<file path="src/hdl/rail_seq_pkg.sv">
/*
 package for the rail enable sequencer: modes, widths, timing constants.
 assumes a 125 MHz system clock.
*/
package rail_seq_pkg;
   localparam int RAILS = 8;
   localparam int GPOS = 4;
   localparam int OUTS = RAILS + GPOS;
   localparam int VOLT_W = 10;
   localparam int DELAY_W = 12;
   localparam int CLK_HZ = 125000000;
   localparam int TICK_MS = 1;
   localparam int TICK_CYCLES = CLK_HZ / 1000 * TICK_MS;
   localparam int TICK_W = 17;
   localparam int FLOAT_CYCLES = 4;
   localparam logic [1:0] MODE_NONE = 2'h0;
   localparam logic [1:0] MODE_TIME = 2'h1;
   localparam logic [1:0] MODE_PARENT_REG = 2'h2;
   localparam logic [1:0] MODE_PARENT_VOLT = 2'h3;
   localparam logic [DELAY_W-1:0] DELAY_RESET = 12'h000;
endpackage

</file>
<file path="src/hdl/ms_tick.sv">
/*
 millisecond tick divider: one-cycle pulse every period cycles.
 assumes a single clock and async active-high reset.
*/
`timescale 1ns/1ps
module ms_tick #(
   parameter int PERIOD = rail_seq_pkg::TICK_CYCLES
) (
   input wire logic i_clk_sys,
   input wire logic i_rst,
   input wire logic i_run,
   output logic o_tick
);
   initial begin
      if (PERIOD < 2 || PERIOD >= (1 << rail_seq_pkg::TICK_W)) begin
         $error("ms_tick period out of range");
      end
   end
   logic [rail_seq_pkg::TICK_W-1:0] count;
   wire wrap = (count == rail_seq_pkg::TICK_W'(PERIOD - 1));
   always_ff @(posedge i_clk_sys or posedge i_rst) begin
      if (i_rst) begin
         count <= '0;
         o_tick <= 1'b0;
      end else if (!i_run) begin
         count <= '0;
         o_tick <= 1'b0;
      end else begin
         count <= wrap ? '0 : count + 1'b1;
         o_tick <= wrap;
      end
   end
endmodule

</file>
<file path="src/hdl/rail_enable_sequencer.sv">
/*
 rail enable sequencer: eight rail enables and four general outputs,
 each released by one of four sequencing modes; rail health flags.
 assumes rail voltages arrive as sampled codes on the system clock and
 configuration ports are held steady by the surrounding logic.
*/
// Summary of operation
// - Eight rails, each a monitored voltage paired with one enable output.
// - Four general outputs use the same sequencing as rail enables.
// - Each rail has polarity, limits and time settings.
// - Rail in regulation only while voltage is between its two limits.
// - An output set to not sequenced is never asserted.
// - Time mode asserts the output after reset ends plus its delay.
// - Parent-regulation mode asserts after parent regulates plus the delay.
// - Parent-voltage mode asserts once parent voltage reaches the threshold.
// - Rail voltages and faults are monitored outside reset (flags held at zero in reset) and reported to host.
// - In reset outputs float first, then drive inactive, then sequence.
`timescale 1ns/1ps
module rail_enable_sequencer #(
   parameter int TICK_PERIOD = rail_seq_pkg::TICK_CYCLES
) (
   input wire logic i_clk_sys,
   input wire logic i_rst,
   input wire logic [rail_seq_pkg::RAILS*rail_seq_pkg::VOLT_W-1:0] i_rail_volt,
   input wire logic [rail_seq_pkg::RAILS*rail_seq_pkg::VOLT_W-1:0] i_under_limit,
   input wire logic [rail_seq_pkg::RAILS*rail_seq_pkg::VOLT_W-1:0] i_over_limit,
   input wire logic [rail_seq_pkg::OUTS*2-1:0] i_seq_mode,
   input wire logic [rail_seq_pkg::OUTS*3-1:0] i_parent_sel,
   input wire logic [rail_seq_pkg::OUTS*rail_seq_pkg::DELAY_W-1:0] i_delay_ms,
   input wire logic [rail_seq_pkg::OUTS*rail_seq_pkg::VOLT_W-1:0] i_volt_thresh,
   input wire logic [rail_seq_pkg::OUTS-1:0] i_active_low,
   output logic [rail_seq_pkg::RAILS-1:0] o_rail_enable_out,
   output logic [rail_seq_pkg::RAILS-1:0] o_rail_enable_oe_n,
   output logic [rail_seq_pkg::GPOS-1:0] o_general_output,
   output logic [rail_seq_pkg::GPOS-1:0] o_general_output_oe_n,
   output logic [rail_seq_pkg::RAILS-1:0] o_in_regulation,
   output logic [rail_seq_pkg::RAILS-1:0] o_under_fault,
   output logic [rail_seq_pkg::RAILS-1:0] o_over_fault,
   output logic o_sequencing
);
   localparam int R = rail_seq_pkg::RAILS;
   localparam int N = rail_seq_pkg::OUTS;
   localparam int VW = rail_seq_pkg::VOLT_W;
   localparam int DW = rail_seq_pkg::DELAY_W;

   initial begin
      if (R != 8 || N != 12) begin
         $error("sequencer sized for eight rails and four general outputs");
      end
      if (TICK_PERIOD < 2 || TICK_PERIOD >= (1 << rail_seq_pkg::TICK_W)) begin
         $error("tick period does not fit the millisecond divider");
      end
   end

   typedef enum logic [2:0] {
      ST_FLOAT = 3'h1,
      ST_DRIVE = 3'h2,
      ST_RUN = 3'h4
   } phase_e;

   phase_e phase;
   phase_e next_phase;
   logic [2:0] float_count;
   logic [N-1:0] asserted;
   logic [DW-1:0] elapsed [N];
   wire tick;

   // drop a channel slice out of a flat bus
   function automatic logic [VW-1:0] volt_of(
      input logic [R*VW-1:0] bus,
      input int idx
   );
      volt_of = bus[idx*VW +: VW];
   endfunction

   // two-bit sequencing mode of one output
   function automatic logic [1:0] mode_of(
      input logic [N*2-1:0] modes,
      input int idx
   );
      mode_of = modes[idx*2 +: 2];
   endfunction

   // regulation window per rail
   // a rail sitting exactly on a limit still counts as regulated
   logic [R-1:0] reg_ok;
   logic [R-1:0] under;
   logic [R-1:0] over;
   always_comb begin
      for (int r = 0; r < R; r++) begin
         under[r] = volt_of(i_rail_volt, r) < volt_of(i_under_limit, r);
         over[r] = volt_of(i_rail_volt, r) > volt_of(i_over_limit, r);
         reg_ok[r] = !under[r] && !over[r];
      end
   end

   wire running = (phase == ST_RUN);

   // divider held cleared until run, so the first millisecond is whole
   ms_tick #(
      .PERIOD(TICK_PERIOD)
   ) u_tick (
      .i_clk_sys(i_clk_sys),
      .i_rst(i_rst),
      .i_run(running),
      .o_tick(tick)
   );

   // per-output start condition and release decision
   logic [N-1:0] start_ok;
   logic [N-1:0] release_now;
   always_comb begin
      logic [1:0] mode;
      logic [2:0] par;
      logic [DW-1:0] dly;
      mode = 2'h0;
      par = 3'h0;
      dly = '0;
      for (int k = 0; k < N; k++) begin
         mode = mode_of(i_seq_mode, k);
         par = i_parent_sel[k*3 +: 3];
         dly = i_delay_ms[k*DW +: DW];
         case (mode)
            rail_seq_pkg::MODE_TIME: start_ok[k] = running;
            rail_seq_pkg::MODE_PARENT_REG: start_ok[k] = running && reg_ok[par];
            rail_seq_pkg::MODE_PARENT_VOLT:
               start_ok[k] = running &&
                  (volt_of(i_rail_volt, int'(par)) >= i_volt_thresh[k*VW +: VW]);
            default: start_ok[k] = 1'b0;
         endcase
         // threshold mode ignores the delay setting
         if (mode == rail_seq_pkg::MODE_PARENT_VOLT) begin
            release_now[k] = start_ok[k];
         end else begin
            release_now[k] = start_ok[k] && (elapsed[k] >= dly);
         end
      end
   end

   // float phase lets the board pulls settle before any pin is driven
   always_comb begin
      case (phase)
         ST_FLOAT: next_phase = (float_count == 3'(rail_seq_pkg::FLOAT_CYCLES - 1))
            ? ST_DRIVE : ST_FLOAT;
         ST_DRIVE: next_phase = ST_RUN;
         ST_RUN: next_phase = ST_RUN;
         default: next_phase = ST_FLOAT;
      endcase
   end

   // reset sequence: float, then drive inactive, then sequence
   always_ff @(posedge i_clk_sys or posedge i_rst) begin
      if (i_rst) begin
         phase <= ST_FLOAT;
         float_count <= 3'h0;
      end else begin
         phase <= next_phase;
         float_count <= (phase == ST_FLOAT) ? float_count + 3'h1 : 3'h0;
      end
   end

   // millisecond counters; saturate so a long delay never wraps
   always_ff @(posedge i_clk_sys or posedge i_rst) begin
      if (i_rst) begin
         for (int k = 0; k < N; k++) begin
            elapsed[k] <= rail_seq_pkg::DELAY_RESET;
         end
         asserted <= '0;
      end else begin
         for (int k = 0; k < N; k++) begin
            if (!start_ok[k]) begin
               elapsed[k] <= '0;
            end else if (tick && elapsed[k] != {DW{1'b1}}) begin
               elapsed[k] <= elapsed[k] + 1'b1;
            end
         end
         // released outputs stay asserted; mode none keeps them off
         for (int k = 0; k < N; k++) begin
            if (mode_of(i_seq_mode, k) == rail_seq_pkg::MODE_NONE) begin
               asserted[k] <= 1'b0;
            end else if (release_now[k]) begin
               asserted[k] <= 1'b1;
            end
         end
      end
   end

   // polarity applied last, so asserted always means supply on
   wire [N-1:0] pin_level = asserted ^ i_active_low;
   wire drive_en = (phase != ST_FLOAT);

   // pin stage: undriven until the float phase ends
   always_ff @(posedge i_clk_sys or posedge i_rst) begin
      if (i_rst) begin
         o_rail_enable_out <= '0;
         o_rail_enable_oe_n <= '1;
         o_general_output <= '0;
         o_general_output_oe_n <= '1;
      end else begin
         o_rail_enable_out <= drive_en ? pin_level[R-1:0] : '0;
         o_rail_enable_oe_n <= {R{!drive_en}};
         o_general_output <= drive_en ? pin_level[N-1:R] : '0;
         o_general_output_oe_n <= {rail_seq_pkg::GPOS{!drive_en}};
      end
   end

   // health flags follow the sampled codes by one cycle
   always_ff @(posedge i_clk_sys or posedge i_rst) begin
      if (i_rst) begin
         o_in_regulation <= '0;
         o_under_fault <= '0;
         o_over_fault <= '0;
         o_sequencing <= 1'b0;
      end else begin
         o_in_regulation <= reg_ok;
         o_under_fault <= under;
         o_over_fault <= over;
         o_sequencing <= running;
      end
   end
endmodule

</file>
<file path="config.mk">
export PLATFORM = sky130hd
export DESIGN_NAME = rail_enable_sequencer
export DESIGN_NICKNAME = d
export VERILOG_FILES = /design/src/hdl/rail_seq_pkg.sv /design/src/hdl/ms_tick.sv /design/src/hdl/rail_enable_sequencer.sv
export SDC_FILE = /design/constraint.sdc
export NUM_CORES = 1
export LEC_CHECK = 0
export BUFFER_PORTS_ARGS = -buffer_cell sky130_fd_sc_hd__buf_4
export CORE_MARGIN = 5
export CORE_UTILIZATION = 50
export DETAILED_ROUTE_END_ITERATION = 12
export GPL_TIMING_DRIVEN = 0
export PLACE_DENSITY_LB_ADDON = 0.08
export SLEW_MARGIN = 40
export SYNTH_ARGS = -nofsm -noshare
export SYNTH_HDL_FRONTEND = slang
export SYNTH_HIERARCHICAL = 1
export SYNTH_SLANG_ARGS = --single-unit
</file>
<file path="constraint.sdc">
create_clock -name i_clk_sys -period 11.4 [get_ports i_clk_sys]
set_input_delay 2.28 -clock i_clk_sys [delete_from_list [all_inputs] [get_ports i_clk_sys]]
set_output_delay 2.28 -clock i_clk_sys [all_outputs]
set_load 0.02 [all_outputs]
</file>
* Word-level counts from Yosys, hierarchy flattened
Index checks and enable logic that the tools add are counted. W data, S select, Z words.
Word-level totals: memory bits (read-only) 0, bits in writable memories 0, output and inout bits 49, logic and storage cells 395, latch bits 0, flip-flop bits (word level) 219, input port bits 578, memories 0
Operators by class: div/mod/pow operators 0, reduce and logical (&&, ||, !) cells 98, multiply operators 12, magnitude comparators 52, eq/ne operators 66, shift operators 12, add/subtract/negate cells 14, multiplexer cells 104, bitwise logic cells 1
Operator list (count):
- $shiftx A80 B8 Y10 | 12
- $mux W12 | 24
- $add A12 B1 Y12 const B | 12
- $ge A12 B12 Y1 | 12
- $ne A12 B12 Y1 const B | 12
- $ge A10 B10 Y1 | 12
- $gt A10 B10 Y1 | 8
- $lt A10 B10 Y1 | 8
- $mul A3 B3 Y6 const B | 12
- $logic_and A1 B1 Y1 | 56
- $mux W1 | 49
- $eq A2 B2 Y1 const B | 24
- $lt A3 B4 Y1 const B | 12
- $bmux W1 S3 | 12
- $pmux W1 S3 | 12
- $mux W17 | 2
- $eq A2 B1 Y1 const B | 12
- $logic_not A2 Y1 | 12
- $ne A2 B1 Y1 const B | 12
- $reduce_bool A2 Y1 | 12
- $add A17 B1 Y17 const B | 1
- $eq A17 B17 Y1 const B | 1
- $logic_not A1 Y1 | 17
- $xor A12 B12 Y12 | 1
- other kinds (11) | 12

* Longest topological paths before layout
depth in word-level cells 11, depth in mapped cells 15, mapped depth without buffers 12

* Cells and area by module
Netlist, hierarchy kept.
By module, submodules not included:
- rail_enable_sequencer | instances 1, area an instance 28541.1 um^2, cells each 3225
- ms_tick | instances 1, area an instance 880.8 um^2, cells each 87

* Worst setup path before layout
Ideal clock, no wire load.
path kind in2reg, start point input port i_parent_sel[15] (netlist name), end point register asserted[5], data required time 11.282 ns, stages on the path 13, arrival 5.402 ns, library setup time 0.118 ns, buffers on the path 2, slack 5.880 ns, cell sequence clkbuf_1 -> buf_1 -> mux4_2 -> mux2_2 -> ha_1 -> o21a_1 -> o21ai_0 -> nor2_1 -> a221oi_1 -> nor4b_1 -> nor4_1 -> o221a_2 -> a21o_1
On the way: longest elaborated chain between the ends 8
RTL lines:
- start, declared | RTL line rail_enable_sequencer.sv:28 | input wire logic [rail_seq_pkg::OUTS*3-1:0] i_parent_sel,
- $mul A3 B3 Y6 | RTL line rail_enable_sequencer.sv:73 | volt_of = bus[idx*VW +: VW];
- $shiftx A80 B8 Y10 | RTL line rail_enable_sequencer.sv:73
- $ge A10 B10 Y1 | RTL line rail_enable_sequencer.sv:128 | (volt_of(i_rail_volt, int'(par)) >= i_volt_thresh[k*VW +: VW]);
- $logic_and A1 B1 Y1 | RTL line rail_enable_sequencer.sv:127 | start_ok[k] = running &&
- $pmux W1 S3 (*) | RTL line rail_enable_sequencer.sv:123 | case (mode)
- $logic_and A1 B1 Y1 | RTL line rail_enable_sequencer.sv:135 | release_now[k] = start_ok[k] && (elapsed[k] >= dly);
- $mux W1 (*) | RTL line rail_enable_sequencer.sv:132 | if (mode == rail_seq_pkg::MODE_PARENT_VOLT) begin
- $reduce_bool A2 Y1 (no line) (*)
- end signal, assigned | RTL line rail_enable_sequencer.sv:168 | asserted <= '0;
- end signal, assigned by index | RTL line rail_enable_sequencer.sv:180 | asserted[k] <= 1'b0;
- end signal, assigned by index | RTL line rail_enable_sequencer.sv:182 | asserted[k] <= 1'b1;
- end, declared | RTL line rail_enable_sequencer.sv:64 | logic [N-1:0] asserted;
Every way passes the cells marked *; elsewhere a longest branch is shown, timed or not. The select of a mux whose other input is x is not followed. A chain may end at the register's enable or synchronous reset.

* Worst setup path in the final report
start point input port i_parent_sel[31] (netlist name), end point register elapsed[19] (netlist name)
On the way: longest elaborated chain between the ends 6
RTL lines:
- $mul A3 B3 Y6 | RTL line rail_enable_sequencer.sv:73
- $shiftx A80 B8 Y10 | RTL line rail_enable_sequencer.sv:73
- $ge A10 B10 Y1 | RTL line rail_enable_sequencer.sv:128
- $logic_and A1 B1 Y1 | RTL line rail_enable_sequencer.sv:127
- $pmux W1 S3 (*) | RTL line rail_enable_sequencer.sv:123
- $ne A2 B1 Y1 (no line) / $mux W12 (equally long branches)
- end signal, assigned by index | RTL line rail_enable_sequencer.sv:166 | elapsed[k] <= rail_seq_pkg::DELAY_RESET;
- end signal, assigned by index | RTL line rail_enable_sequencer.sv:174 | elapsed[k] <= elapsed[k] + 1'b1;
- end, declared | RTL line rail_enable_sequencer.sv:65 | logic [DW-1:0] elapsed [N];
Marked as above.

==> impl_results.md <==
* Status: completed
* Mean number of vias per cell at 6.139
* DRT Pass-1 Iters at 7
* RSZ-0062 raised after global routing: false
* WL/cell at 25.29 um
* Worst slew pin tran at 1.038 ns
* Critical path class: primary input to flop
* Type of the worst min-delay path: flop to flop
* Overflow after GRT at 0
* Setup-failing EPs final at 0
* Die Y at 252.6 um
* Arr. time, crit path at ~6.3 ns
* DPL Wire Length at 94.28 mm
* Global-route wire length before repair at 174.0 mm
* Initial Utilization at 50.14%
* Clock Skews at 0.01288 ns
* Clk buf depth at 3
* Initial antenna violation count at 22
* Routed vias at about 30000
* Min Clock Period, post-route at 5.843 ns
* Peak fanout along the critical path at 10
* Netlist cell types at 93
* Asr flop ratio synth at 100.0%
* Commonest non-fill, non-tap cell in the layout: buf_4
* Chip Width at between 200 and 300 um
* CTS buffer count at 29
* Final hold slack at 0.4651 ns
* Tcrit/Tclk final at 51.26%
* Setup ws final at about 5.6 ns
* CP max stage delay at just over 0.5 ns
* Placed Instances at 4696
* GPL Wtd Cong at about 1.0
* 1st-iter DRT viols at slightly below 3000
* Startpoint Class: primary input
* Critical path capture point type: flop
* Ports at 627
* Worst VDD drop at 102.1 uV
* Post-route cell area at roughly 0.036 sq mm
* CTS tree: built
* Slowest cell on crit path: clkbuf_1
* Largest net degree at the start of global routing at 79
* Layout area overhead at 22.78%
* Sw frac at 36.16%
* Post-route ant nets at 0
* Post-CTS setup buffers at 0
* Max-cap violation count at 0
* Post-Layout Cell Count at between 4000 and 5000
* CTS root buf: clkbuf_16
* Int Pwr at 1857 uW
* Relative slew slack at 30.81%
* Mapped cell area at 0.02942 sq mm
* Final Slew Violations at 0
* CTS Sinks at 218
* Cell family with most CP delay: buffers and inverters
* Worst path cell trace: clkbuf_1, clkbuf_1, buf_1, mux4_2, mux2i_1, ha_1, nand2b_1, a21o_1, a21o_1, a211o_1, o2111ai_1, a31oi_1, o221ai_2, buf_2, nor2_1
* Clock-pin slew on the worst setup and hold paths at 0.06 ns
* Fmax at 171.1 MHz
* Worst EP required at 11.87 ns
* Multi-input logic area at 0.02133 sq mm
* Total global-route track usage at between 30% and 40%
* Ys Warns at 6
* Nets at 4963
* Share of layout cells above drive strength 1 at 26.57%
* PostCTS Resize Cnt at 0
* Setup_tns at 0 ns
* Syn nets at 4321
* Final wirelength at 120.7 mm
* Combinational Power Share at about two fifths
* Cell count after synthesis at 3312
* Top_reg_cell synth: dfrtp_1
* P_sw at 1052 uW
* Worst-Skew Late Latency at ~0.59 ns
* CORE AREA at 0.05869 sq mm
* Register area at 0.005458 sq mm
* EDFF count, synth at 0
* Number of global-route vias before repair at 28460
* Yosys top cell by area: mux4_2
* Seq cells post-synth at 218
* Row count at 89
* # DRC at 0
* Sequential area share after synthesis at 18.55%
* Number of fill cells at 5360
* Lkg Pwr at 0.01810 uW
* Port buffer count at 606
* WP buf/inv at 4
* Largest cells by area after synthesis: mux4_2 19%, dfrtp_1 18%, ha_1 18%
* CTS H-tree depth at 1
* Most frequent cells in the layout: 621 x buf_4, 474 x inv_1, 431 x ha_1, 393 x nand2_1, 242 x mux4_2
* Worst setup slack after placement at 4.844 ns
* # hold bufs at CTS at 0
* Clock power share at between 30% and 40%
* Post-synth top area share at between 10% and 20%
* Placed cell areas at 0.03505 sq mm
* Pwr/cell area at 80.53 mW/mm^2
* Die area at roughly 0.064 sq mm
* Avg Synthesized Cell Area at 8.883 sq um
* Final number of hold-violating endpoints at 0
* Sequential power share at 27.7%
-- layer usage --
metal,vias to the layer above,wire length [um],GRT usage (%)
li1,13190,-,-
met1,13790,43790,44.25
met2,1915,54160,57.19
met3,401,15680,12.99
met4,4,7021,16.76
met5,-,15,0.6767
-- stage by stage --
stage	util [%]	power (uW)
6_report	61.56	2909
5_1_grt	61.53	3035
4_1_cts	61.37	2890
3_5_place_dp	59.73	1952
2_1_floorplan	-	1476
3_3_place_gp	59.54	1936
-- sequential cells by signal (all words and copies together) (netlist names), 4 cells and up --
name,cells
elapsed,144
u_tick/count,17
asserted,12
o_in_regulation,8
o_over_fault,8
o_rail_enable_out,8
o_under_fault,8
o_general_output,4
-- layout make-up --
| type | instances | area share (%) |
|---|---|---|
| Buffer | 209 | 2.532 |
| Clock buffer | 37 | 2.231 |
| Sequential cell | 218 | 15.11 |
| Timing Repair Buffer | 611 | 12.80 |
| Antenna cell | 24 | 0.1663 |
| Clock inverter | 15 | 0.4295 |
| Inverter | 481 | 5.019 |
| Multi-Input combinational cell | 2404 | 59.04 |
| Tap cell | 773 | 2.677 |
-- power by group through the flow --
stage	Sequential (uW)	Combinational, uW	Clock, uW
3_5_place_dp	821	1130	0
6_report	807	1170	933
4_1_cts	807	1140	948
2_1_floorplan	839	637	0
3_3_place_gp	821	1110	0
5_1_grt	808	1250	975
-- final timing paths --
check | startpoint | to | slack [ns] | depth (start not counted)
worst max-delay path | i_parent_sel[31] | elapsed[19] | 5.56 | 15
worst min-delay path | float_count[0] | float_count[0] | 0.47 | 1
worst max register to register | phase[1] | elapsed[7] | 7.92 | 9
worst min register to register | float_count[0] | float_count[0] | 0.47 | 1
max in group asynchronous | i_rst | o_general_output_oe_n[0] | 8.79 | 3
min in group asynchronous | i_rst | o_sequencing | 1.75 | 2
-- synthesized netlist by cell type (all sizes together), types with 6 or more instances --
master and n:
inv 481, nand3 78, o22ai 15, buf 61
and4 17, nor2 199, ha 431, and2 22
o21ai 89, o311ai 9, o31ai 18, a31oi 11
or3 11, nor4b 9, clkbuf 148, o211ai 16
or2 6, a211o 13, a41oi 6, a2111oi 13
or4 7, nand2 394, nor4 35, o221ai 8
xnor2 82, dfrtp 216, o2111ai 14, nand4 65
o311a 8, mux2 28, mux4 242, a21o 40
mux2i 35, a211oi 50, nor3 61, nor3b 12
and3 24, o21a 22, o21bai 7, nor2b 14
o32ai 7, xor2 63, nand2b 43, a21oi 136
-- kinds of logic after synthesis --
logic type,Yosys count,share of synthesized area (%)
simple gates,1002,16.31
buf+inv,690,9.122
compound gates,521,12.59
fa+ha+maj,431,18.33
mux,305,20.79
flops,218,18.55
xor+xnor,145,4.316
No activity file was read; power rests on OpenSTA's default activity.
